**config.mk**
```make
export PLATFORM = sky130hd
export DESIGN_NAME = slmc_config
export DESIGN_NICKNAME = d
export VERILOG_FILES = /design/src/rtl/slmc_pkg.sv /design/src/rtl/slmc_config.sv
export SDC_FILE = /design/constraint.sdc
export NUM_CORES = 1
export LEC_CHECK = 0
export ABC_AREA = 1
export BUFFER_PORTS_ARGS = -buffer_cell sky130_fd_sc_hd__clkbuf_2
export CAP_MARGIN = 20
export CELL_PAD_IN_SITES_DETAIL_PLACEMENT = 1
export CELL_PAD_IN_SITES_GLOBAL_PLACEMENT = 2
export CORE_MARGIN = 2
export CORE_UTILIZATION = 36
export DETAILED_ROUTE_END_ITERATION = 8
export PLACE_DENSITY_LB_ADDON = 0.1
export SLEW_MARGIN = 10
export SYNTH_ARGS = -nofsm -noshare
export SYNTH_HDL_FRONTEND = slang
export SYNTH_SLANG_ARGS = --single-unit
```
**constraint.sdc**
```tcl
create_clock -name clk -period 11.7 [get_ports clk]
set_clock_uncertainty 0.1 [all_clocks]
set_input_delay 2.925 -clock clk [delete_from_list [all_inputs] [get_ports clk]]
set_output_delay 2.925 -clock clk [all_outputs]
set_load 0.005 [all_outputs]
```
**src/rtl/slmc_pkg.sv**
```systemverilog
// Package: register map, field positions, mode table entry type and encodings
package slmc_pkg;
  // Register byte offsets
  localparam logic [7:0] REG_CTRL   = 8'h00;
  localparam logic [7:0] REG_LINK   = 8'h04;
  localparam logic [7:0] REG_FRAME  = 8'h08;
  localparam logic [7:0] REG_STATUS = 8'h0c;
  localparam logic [7:0] REG_DERIV  = 8'h10;
  localparam logic [7:0] REG_SUM    = 8'h14;
  // CTRL fields
  localparam int CTRL_UPS_LSB  = 0;   // upsample_select [2:0]
  localparam int CTRL_MODE_LSB = 8;   // mode id [3:0]
  localparam int CTRL_TWO_LINK = 12;  // two_link_select
  localparam int CTRL_VIEW     = 13;  // link_view_select
  localparam int CTRL_SUM_METH = 14;  // config_sum_method
  localparam int CTRL_SCRAMBLE = 15;
  localparam int CTRL_SUBCLASS = 16;
  localparam int CTRL_LINK_EN  = 17;
  // FRAME fields: K-1, N-1, NP-1, HD, jesd version
  localparam int FRM_K_LSB   = 0;
  localparam int FRM_N_LSB   = 8;
  localparam int FRM_NP_LSB  = 16;
  localparam int FRM_HD      = 24;
  localparam int FRM_VER_LSB = 25;
  // Reset values
  localparam logic [31:0] CTRL_RST  = 32'h0000_0a00;
  // Default mode uses two octets per frame, so high density must start cleared
  localparam logic [31:0] FRAME_RST = 32'h020f_0f1f;
  // Upsample encodings
  localparam logic [2:0] UPS_X1 = 3'h0;
  localparam logic [2:0] UPS_X2 = 3'h1;
  localparam logic [2:0] UPS_X4 = 3'h3;
  localparam logic [2:0] UPS_X8 = 3'h4;
  localparam logic [7:0] N_REQ    = 8'h10;
  localparam logic [7:0] K_LONG   = 8'h20;
  localparam logic [7:0] K_SHORT  = 8'h10;
  // Mode table entries packed as {valid, twoLinkOk, kShortOk, L, S, F, lane mask}
  typedef struct packed {
    logic       valid;
    logic       twoLinkOk;
    logic       kShortOk;
    logic [3:0] lanes;
    logic [1:0] samples;
    logic [1:0] octets;
    logic [7:0] laneMask;
  } slmc_mode_t;
  localparam logic [3:0] MODE_FIRST = 4'h8;
  localparam logic [3:0] MODE_LAST  = 4'hd;
endpackage : slmc_pkg

```
**src/rtl/slmc_config.sv**
```systemverilog
// Link mode configuration, checking and upsampling datapath for the receive side
`timescale 1ns/1ps
module slmc_config
  import slmc_pkg::*;
(
  input  wire logic        clk,
  input  wire logic        sys_rst,
  input  wire logic        wb_cyc_i,
  input  wire logic        wb_stb_i,
  input  wire logic        wb_we_i,
  input  wire logic [7:0]  wb_adr_i,
  input  wire logic [3:0]  wb_sel_i,
  input  wire logic [31:0] wb_dat_i,
  output logic      [31:0] wb_dat_o,
  output logic             wb_ack_o,
  input  wire logic [15:0] sampleIn,
  input  wire logic        sampleValid,
  output logic      [15:0] sampleOut,
  output logic             sampleOutValid,
  output logic      [7:0]  laneEnable,
  output logic      [7:0]  lane_powerdown_mask,
  output logic      [1:0]  linksEnabled,
  output logic             configError
);

  // ----------------------------------------------------------------
  // Mode table
  // ----------------------------------------------------------------
  function automatic slmc_mode_t modeLookup(input logic [3:0] id);
    slmc_mode_t e;
    e = '0;
    unique case (id)
      4'h8: e = '{1'b1, 1'b1, 1'b0, 4'd4, 2'd2, 2'd1, 8'h0f};
      4'h9: e = '{1'b1, 1'b1, 1'b0, 4'd2, 2'd1, 2'd1, 8'h03};
      4'ha: e = '{1'b1, 1'b1, 1'b1, 4'd1, 2'd1, 2'd2, 8'h01};
      4'hb: e = '{1'b1, 1'b0, 1'b0, 4'd4, 2'd2, 2'd1, 8'hff};
      4'hc: e = '{1'b1, 1'b0, 1'b0, 4'd2, 2'd1, 2'd1, 8'h33};
      4'hd: e = '{1'b1, 1'b0, 1'b1, 4'd1, 2'd1, 2'd2, 8'h11};
      default: e = '0;
    endcase
    return e;
  endfunction : modeLookup

  // ----------------------------------------------------------------
  // Registers
  // ----------------------------------------------------------------
  logic [31:0] ctrl;
  logic [31:0] frame;
  logic [31:0] linkRegs;   // Link 1 shadow: set identical to link 0 on write
  logic [1:0]  stickyErr;

  wire        busReq   = wb_cyc_i & wb_stb_i & ~wb_ack_o;
  wire        busWrite = busReq & wb_we_i;
  wire        hitCtrl  = wb_adr_i == REG_CTRL;
  wire        hitFrame = wb_adr_i == REG_FRAME;
  wire [31:0] byteMask = {{8{wb_sel_i[3]}}, {8{wb_sel_i[2]}}, {8{wb_sel_i[1]}},
                          {8{wb_sel_i[0]}}};
  wire        linkOn   = ctrl[CTRL_LINK_EN];
  // Upsampling is frozen while the link is up; write attempts are dropped
  wire [31:0] ctrlMask = linkOn ? (byteMask & ~32'h0000_0007) : byteMask;
  wire [31:0] next_ctrl  = (ctrl & ~ctrlMask) | (wb_dat_i & ctrlMask);
  wire [31:0] next_frame = (frame & ~byteMask) | (wb_dat_i & byteMask);

  // ----------------------------------------------------------------
  // Decoded configuration and checks
  // ----------------------------------------------------------------
  wire [2:0]  upsample_select = ctrl[CTRL_UPS_LSB +: 3];
  wire [3:0]  modeId          = ctrl[CTRL_MODE_LSB +: 4];
  wire        two_link_select = ctrl[CTRL_TWO_LINK];
  wire        link_view_select = ctrl[CTRL_VIEW];
  wire        config_sum_method = ctrl[CTRL_SUM_METH];
  wire [7:0]  kMinus1  = frame[FRM_K_LSB +: 8];
  wire [7:0]  nMinus1  = frame[FRM_N_LSB +: 8];
  wire [7:0]  npMinus1 = frame[FRM_NP_LSB +: 8];
  wire        hdBit    = frame[FRM_HD];
  slmc_mode_t mode;
  assign mode = modeLookup(modeId);

  wire upsLegal  = (upsample_select == UPS_X1) | (upsample_select == UPS_X2) |
                   (upsample_select == UPS_X4) | (upsample_select == UPS_X8);
  wire errMode   = ~mode.valid;
  wire errUps    = ~upsLegal | ((modeId == MODE_FIRST) & (upsample_select != UPS_X1));
  wire errLink   = two_link_select & ~mode.twoLinkOk;
  wire errHd     = hdBit != (mode.octets == 2'd1);
  wire errN      = (nMinus1 != N_REQ - 8'd1) | (npMinus1 != N_REQ - 8'd1);
  wire errK      = ~((kMinus1 == K_LONG - 8'd1) |
                     (mode.kShortOk & (kMinus1 == K_SHORT - 8'd1)));
  wire anyErr    = errMode | errUps | errLink | errHd | errN | errK;

  // Field-sum checksum: L-1, M-1(=0), K-1, N-1, NP-1, S-1, scr, HD, subclass, ver
  wire [7:0] fieldSum = 8'(mode.lanes - 4'd1) + kMinus1 + nMinus1 + npMinus1 +
                        8'(mode.samples - 2'd1) + 8'(ctrl[CTRL_SCRAMBLE]) + 8'(hdBit) +
                        8'(ctrl[CTRL_SUBCLASS]) + 8'(frame[FRM_VER_LSB +: 3]);
  // Register-sum method: sum of the four bytes of the frame word and the low three bytes of the control word
  wire [7:0] regSum   = frame[7:0] + frame[15:8] + frame[23:16] + frame[31:24] +
                        ctrl[7:0] + ctrl[15:8] + ctrl[23:16];
  wire [7:0] first_lane_config_sum = config_sum_method ? regSum : fieldSum;

  wire [1:0] next_links = ~linkOn ? 2'b00 : (two_link_select ? 2'b11 : 2'b01);

  // ----------------------------------------------------------------
  // Register file
  // ----------------------------------------------------------------
  always_ff @(posedge clk or posedge sys_rst) begin
    if (sys_rst) begin
      ctrl     <= CTRL_RST;
      frame    <= FRAME_RST;
      linkRegs <= FRAME_RST;
    end else if (busWrite && hitCtrl) begin
      ctrl <= next_ctrl;
    end else if (busWrite && hitFrame) begin
      frame    <= next_frame;
      linkRegs <= next_frame; // Both links always hold the same parameters
    end
  end

  // Errors latch; a new error in the clearing cycle wins over the clear
  wire       errClear = busWrite & (wb_adr_i == REG_STATUS) & wb_sel_i[0];
  wire [1:0] next_sticky = ({errUps, anyErr}) |
                           (stickyErr & ~(errClear ? wb_dat_i[1:0] : 2'b00));
  always_ff @(posedge clk or posedge sys_rst) begin
    if (sys_rst) stickyErr <= 2'b00;
    else         stickyErr <= next_sticky;
  end

  // ----------------------------------------------------------------
  // Wishbone answer: one wait state, unmapped reads return zero
  // ----------------------------------------------------------------
  wire [31:0] statusWord = {16'h0000, first_lane_config_sum, 4'h0, link_view_select,
                            anyErr, stickyErr};
  wire [31:0] derivWord  = {8'h00, mode.laneMask, 4'h0, mode.lanes, 6'h00, mode.samples};
  wire [31:0] viewFrame  = link_view_select ? linkRegs : frame;
  wire [31:0] next_rdata =
    (wb_adr_i == REG_CTRL)   ? ctrl :
    (wb_adr_i == REG_LINK)   ? {30'h0, linksEnabled} :
    (wb_adr_i == REG_FRAME)  ? viewFrame :
    (wb_adr_i == REG_STATUS) ? statusWord :
    (wb_adr_i == REG_DERIV)  ? derivWord :
    (wb_adr_i == REG_SUM)    ? {24'h0, first_lane_config_sum} : 32'h0;

  always_ff @(posedge clk or posedge sys_rst) begin
    if (sys_rst) begin
      wb_ack_o <= 1'b0;
      wb_dat_o <= 32'h0;
    end else begin
      wb_ack_o <= busReq;
      wb_dat_o <= busReq ? next_rdata : 32'h0;
    end
  end

  // ----------------------------------------------------------------
  // Lane outputs
  // ----------------------------------------------------------------
  wire [7:0] next_laneEn = (linkOn & ~anyErr) ? mode.laneMask : 8'h00;
  always_ff @(posedge clk or posedge sys_rst) begin
    if (sys_rst) begin
      laneEnable          <= 8'h00;
      lane_powerdown_mask <= 8'hff;
      linksEnabled        <= 2'b00;
      configError         <= 1'b0;
    end else begin
      laneEnable          <= next_laneEn;
      lane_powerdown_mask <= ~next_laneEn;
      linksEnabled        <= next_links;
      configError         <= anyErr;
    end
  end

  // ----------------------------------------------------------------
  // Upsampling chain: each stage doubles rate (zero-stuff + averaging low-pass)
  // Short averaging filter trades stopband depth for area
  // ----------------------------------------------------------------
  wire [1:0] stageCount = (upsample_select == UPS_X2) ? 2'd1 :
                          (upsample_select == UPS_X4) ? 2'd2 :
                          (upsample_select == UPS_X8) ? 2'd3 : 2'd0;
  logic [15:0] stData  [0:3];
  logic        stValid [0:3];
  logic [15:0] stHold  [1:3];
  logic [2:0]  stWait  [1:3];
  assign stData[0]  = sampleIn;
  assign stValid[0] = sampleValid;

  for (genvar g = 1; g < 4; g++) begin : g_stage
    wire [16:0] avgSum = {stHold[g][15], stHold[g]} + {stData[g-1][15], stData[g-1]};
    // Second output is spaced so a following selected stage never sees two inputs back to back
    wire [1:0]  gapExp = stageCount - 2'(g);
    wire [2:0]  gapLen = (2'(g) > stageCount) ? 3'd1 : (3'd1 << gapExp);
    always_ff @(posedge clk or posedge sys_rst) begin
      if (sys_rst) begin
        stHold[g]  <= 16'h0;
        stWait[g]  <= 3'd0;
        stData[g]  <= 16'h0;
        stValid[g] <= 1'b0;
      end else if (stValid[g-1]) begin
        stHold[g]  <= stData[g-1];
        stData[g]  <= avgSum[16:1];
        stValid[g] <= 1'b1;
        stWait[g]  <= gapLen;
      end else if (stWait[g] == 3'd1) begin
        stData[g]  <= stHold[g];
        stValid[g] <= 1'b1;
        stWait[g]  <= 3'd0;
      end else begin
        stValid[g] <= 1'b0;
        if (stWait[g] != 3'd0) stWait[g] <= stWait[g] - 3'd1;
      end
    end
  end

  always_ff @(posedge clk or posedge sys_rst) begin
    if (sys_rst) begin
      sampleOut      <= 16'h0;
      sampleOutValid <= 1'b0;
    end else begin
      sampleOut      <= stData[stageCount];
      sampleOutValid <= stValid[stageCount] & linkOn;
    end
  end

  // ----------------------------------------------------------------
  // Checks
  // ----------------------------------------------------------------
  a_mode8_bypass: assert property (@(posedge clk) disable iff (sys_rst)
    (modeId == MODE_FIRST && upsample_select != UPS_X1) |=> configError)
    else $error("mode 8 with upsampling not flagged");
  a_hd_check: assert property (@(posedge clk) disable iff (sys_rst)
    (mode.valid && hdBit != (mode.octets == 2'd1)) |=> configError)
    else $error("HD mismatch not flagged");
  a_n_sixteen: assert property (@(posedge clk) disable iff (sys_rst)
    (nMinus1 != 8'd15) |=> configError)
    else $error("N not sixteen but no error");
  a_k_long: assert property (@(posedge clk) disable iff (sys_rst)
    (modeId == 4'h9 && kMinus1 == 8'd15) |=> configError)
    else $error("K of 16 accepted in mode 9");
  a_lane_mask: assert property (@(posedge clk) disable iff (sys_rst)
    (modeId == 4'hc && linkOn && !anyErr) |=> laneEnable == 8'h33)
    else $error("wrong lane mask for mode 12");
  a_single_only: assert property (@(posedge clk) disable iff (sys_rst)
    (modeId == 4'hb && two_link_select) |=> configError)
    else $error("dual link accepted in mode 11");
  a_links_same: assert property (@(posedge clk) disable iff (sys_rst)
    $changed(frame) |-> linkRegs == frame)
    else $error("link parameter copies differ");
  a_ups_frozen: assert property (@(posedge clk) disable iff (sys_rst)
    ($past(linkOn) && linkOn) |-> $stable(upsample_select))
    else $error("upsample changed while link up");
  a_err_sticky: assert property (@(posedge clk) disable iff (sys_rst)
    anyErr |=> stickyErr[0])
    else $error("error not latched");

endmodule : slmc_config

```
== Word-level counts from Yosys, hierarchy flattened ==
Cells that the tools add are included.

* Flip-flop bits (word level): 243
* Latch bits: 0
* Bits in writable memories: 0
* Bits in read-only memories: 0
* Bits of input ports: 66
* Output and inout port bits: 69
* Memories kept: 0

* Add/sub/neg operators: 25
* Multipliers: 0
* Divide/modulo/power cells: 0
* Order comparisons: 4
* Equal/unequal tests: 23
* Shift-type cells: 3
* Muxes and demuxes: 47
* Bitwise gates (word level): 41
* Reduce and logical (&&, ||, !) cells: 15

{| class="wikitable"
|+ Operator list
! operator !! count
|-
| $and 32x32->32 || 4
|-
| $mux 16 || 8
|-
| $mux 32 || 4
|-
| $pmux 19 s6 || 1
|-
| $add 8x8->8 || 10
|-
| $not 32->32 || 2
|-
| $or 32x32->32 || 2
|-
| $add 16x16->17 || 3
|-
| $mux 24 || 2
|-
| $mux 3 || 13
|-
| $bmux 16 s2 || 1
|-
| $add 8x1->8 || 3
|-
| $eq 4x4->1 const B || 6
|-
| $eq 8x4->1 const B || 3
|-
| $eq 8x5->1 const B || 3
|-
| $mux 8 || 3
|-
| $reduce_bool 3->1 || 7
|-
| $ne 8x4->1 const B || 2
|-
| $eq 3x1->1 const B || 4
|-
| $mux 2 || 6
|-
| $or 1x1->1 || 11
|-
| $and 1x1->1 || 10
|-
| $shl 1x2->3 const A || 3
|-
| $sub 3x1->3 const B || 3
|-
| other kinds (26) || 44
|}

== Logic depth before layout (Yosys ltp) ==
* Depth in word-level cells: 19
* Depth in mapped cells: 25
* Depth with buffers taken out: 25

== Worst setup path after synthesis ==
Ideal clock, no wire load.

* Path kind: input-to-reg
* Start: input port sampleIn[1]
* End: register stData[41] (netlist name)
* Arrival time: 4.507 ns
* Data required time: 11.471 ns
* Slack: 6.964 ns
* Stages on the path: 11
* Path through: inv_1 -> fa_1 -> inv_1 -> nand3_1 -> nand2_1 -> a21boi_0 -> o21ai_0 -> a21oi_1 -> or2_2 -> nand2_1 -> o21bai_1

* Cells in the longest elaborated chain, start to end: 2

{| class="wikitable"
|+ RTL lines
! what !! RTL line !! text
|-
| start: declaration || slmc_config.sv:16 || <nowiki>input wire logic [15:0] sampleIn,</nowiki>
|-
| $add 16x16->17 || slmc_config.sv:184 || <nowiki>wire [16:0] avgSum = {stHold[g][15], stHold[g]} + {stData[g-1][15], stData[g-1]};</nowiki>
|-
| $mux 16 || slmc_config.sv:194 || <nowiki>end else if (stValid[g-1]) begin</nowiki>
|-
| end signal: indexed assignment || slmc_config.sv:196 || <nowiki>stData[g] <= avgSum[16:1];</nowiki>
|-
| end signal: indexed assignment || slmc_config.sv:200 || <nowiki>stData[g] <= stHold[g];</nowiki>
|-
| end: declaration || slmc_config.sv:176 || <nowiki>logic [15:0] stData [0:3];</nowiki>
|}

No other way between the ends.
A chain may end at the register's enable or synchronous reset.

==> impl_summary.txt <==
----------------------------------------------------
[Synth]
  Synth warn ... 0
  Cell area after synthesis ... 14,700 um2
  Most frequently used cell type in the post-synthesis netlist ... nand2_1
  Gate count after technology mapping ... 1,793
  Number of enable flip-flop cells after synthesis ... 0
  Number of unique standard cell types used by synthesis ... 57
  Seq/Total Area, Yosys ... 40.89%
  Synthesized netlist net count ... 1,987
  Most used flip-flop cell after synthesis ... dfrtp_1
  Most instantiated cells after synthesis ... nand2_1 (445), inv_1 (282), dfrtp_1 (217), o21ai_0 (186), a21oi_1 (112)
  Mean area per synthesized cell ... 8.196 um2
  Cells taking the most area after synthesis ... dfrtp_1 (37%), nand2_1 (11%), fa_1 (7.4%), inv_1 (7.2%), o21ai_0 (6.3%)
  Number of synthesized register bits ... 239
  Area share of the largest cell type after synthesis ... 36.95%
  Share of flip-flops with an asynchronous set or reset ... 100.0%
  Yosys top cell by area ... dfrtp_1

[Placement]
  IO Port Bufs ... 134
  Routability-driven placement congestion ratio ... 0.8710
  HPWL after detailed placement ... 38,110 um

[Route]
  Post-detailed-route count of antenna-violating nets ... 0
  Wirelength per Cell ... 19.78 um
  DRC Markers ... 0
  Final wirelength ... 49,020 um
  Vias/cell ... 5.140
  Detailed router's first-iteration violation count ... 685
  First-pass DRT Iterations ... 5
  Via count of the routed design ... 12,740

[Die]
  Horizontal extent of the die ... 206.0 um
  Height of the chip ... 206.0 um
  Ports placed on the boundary ... 135
  Die Outline Area ... 42,450 um2
  Floorplan core area ... 40,550 um2
  Starting density of the core ... 36.24%
  FP Rows ... 74

[Worst setup path]
  Endpoint type of the worst setup path ... flip-flop
  Required time of the critical path ... 12.08 ns
  CP max stage cell ... dfstp_2
  Critical path's largest stage delay ... 0.65 ns
  Cell repeated most along the worst path ... inv_1
  Nature of the critical path startpoint ... flip-flop
  Cell type group with the largest total delay on the critical path ... adder cells
  Data arrival, critical path ... 5.46 ns
  Number of buffers and inverters on the critical path ... 6
  Crit path kind ... flip-flop to flip-flop
  Cell chain of the critical path ... nand2_2 > inv_1 > o21ai_0 > o21ai_0 > inv_1 > ha_1 > inv_1 > fa_1 > inv_1 > fa_1 > fa_1 > inv_1 > ha_1 > inv_1 > fa_1 > o21ai_0 > xor2_1 > o21ai_0 > nand2_1 > a31oi_1
  Critical-path maximum fanout ... 6

[Clock network]
  Total of cells resized after clock tree synthesis ... 0
  Clock insertion delay at the later pin of the skew report ... 0.59 ns
  Hold-fix buffer count after cts ... 0
  Largest buffer count on any clock path ... 3
  Num CTS Buffers ... 31
  Setup repair bufs after CTS ... 0
  Htree depth ... 1
  CTS tree ... built
  Clock transition at the registers of the reported paths ... 0.06 ns
  Number of clock sinks ... 239
  CTS root buf ... clkbuf_16

[STA]
  Shortest clock period the worst path allows after layout ... 5.079 ns
  Setup repair after global routing missed its margin ... false
  Final setup TNS ... 0 ns
  Final setup violating endpoints ... 0
  Share of the clock period used by the worst path after layout ... 43.41%
  Pins over their slew limit ... 0
  Slew at the pin closest to its max-slew limit ... 1.002 ns
  Peak clock frequency supported by timing ... 196.9 MHz
  Hold Fails Final Rpt ... 0
  Worst rel slew slack ... 33.16%
  Worst hold slack ... 0.3776 ns

[Power]
  Overall power consumption ... 3339 uW
  P per Cell Area ... 196.3 nW/um2
  Maximum vdd drop ... 0.0001014 V
  Leakage power ... 0.008438 uW

[Global routing]
  Antenna violations before repair ... 0
  Residual overflow from global routing ... 0
  Maximum number of pins on one net before global-route repair ... 116
  Met1 usage ... 36.28%
  Met3 usage in global routing ... 3.579%
  Global-route met2 utilization ... 35.57%
  All-Layer GR Usage ... 23.70%
  Via count of the first global-routing pass ... 13,320
  Most crowded layer after global routing ... met1
  First-pass GRT wire length ... 77,160 um

[Finish]
  Number of diodes added for antenna fixing ... 0
  Area growth, synth to finish ... 15.73%
  Layout cells sized above 1 ... 13.67%
  Sequential Area ... 6008 um2
  Fill cell count ... 4,942
  Final Net Count ... 2,115
  Area used by multi-input combinational logic ... 7371 um2
  Final design utilization ... 41.94%

[Outcome]
  Status ... complete, no violations

[Flow run]
  Max-cap viol count ... 0

[Hold path]
  Min-delay worst type ... flip-flop to flip-flop

----------------------------------------------------
==> layout make-up <==
cell class,count,share of cell area (%)
Timing Repair Buffer,144,4.525
Clock inverter,17,1.207
Inverter,294,6.548
Multi-Input combinational cell,1211,43.34
Clock buffer,41,5.135
Sequential cell,239,35.33
Tap cell,532,3.914
==> per-stage QoR <==
step	instances	area (um2)	worst slack, ns
final	2478	17010	6.621
after CTS	2476	16970	6.549
after floorplan	1793	14700	2.152
after global routing	2478	17010	6.264
after detailed placement	2418	15890	5.972
after global placement	2418	15890	6.104
==> cell usage in the layout, fill, tap and decap left out, types with 4 or more instances in the layout <==
cell type / instances
bufinv_16: 4
o21ai_0: 186
clkbuf_1: 4
a32o_1: 4
a21boi_0: 5
inv_1: 281
a21oi_1: 112
nor2_2: 5
nand3_1: 63
a31oi_1: 11
clkbuf_8: 6
clkinv_2: 7
o21ai_1: 7
o221ai_1: 7
inv_2: 8
clkbuf_16: 31
nand3_2: 4
a21o_1: 11
nor3_1: 13
o21bai_1: 13
xnor2_1: 5
nor2_1: 57
clkbuf_2: 134
nand4_1: 13
ha_1: 74
nand2_2: 9
fa_1: 54
o211ai_1: 11
dfrtp_1: 217
xor2_1: 8
or2_2: 5
o311ai_0: 18
a211oi_1: 5
nor2_4: 4
nand2_1: 445
o22ai_1: 24
dfstp_2: 22
buf_4: 8
nand3b_1: 5
==> logic make-up (layout without fill, tap and decap cells) <==
family	after synthesis	count (layout)	synth area share [%]
XOR/XNOR	13	13	0.7748
buffers and inverters	343	496	8.957
AND/OR/NAND/NOR	634	634	18.48
multiplexers	2	2	0.1362
flip-flops	239	239	40.89
AO/OA/AOI/OAI	434	434	17.11
adder cells (fa/ha/maj)	128	128	13.66
==> layer usage <==
layer  vias to the layer above  share of wire (%)
met1                      6303                 51
met4                         0                1.4
li1                       6146                  -
met5                         -                  0
met3                        41                4.9
met2                       246                 43
==> path summary, 6_finish.rpt <==
path                           start           to  slack [ns]  cells past startpoint
setup / recovery           flip-flop  wb_dat_o[5]        6.62                     20
hold / removal             stWait[2]    stWait[2]        0.38                      1
setup reg to reg           flip-flop  wb_dat_o[5]        6.62                     20
hold reg to reg            stWait[2]    stWait[2]        0.38                      1
max in group asynchronous    sys_rst   stHold[27]        6.98                      4
min in group asynchronous    sys_rst    async pin        2.33                      2
==> power breakdown <==
part           switching, uW  internal [uW]  leakage [uW]
registers                136            984       0.00298
clock network            389            612      0.000532
logic                    792            425       0.00493
total                   1320           2020       0.00844
Power figures use the tool's default switching activity.
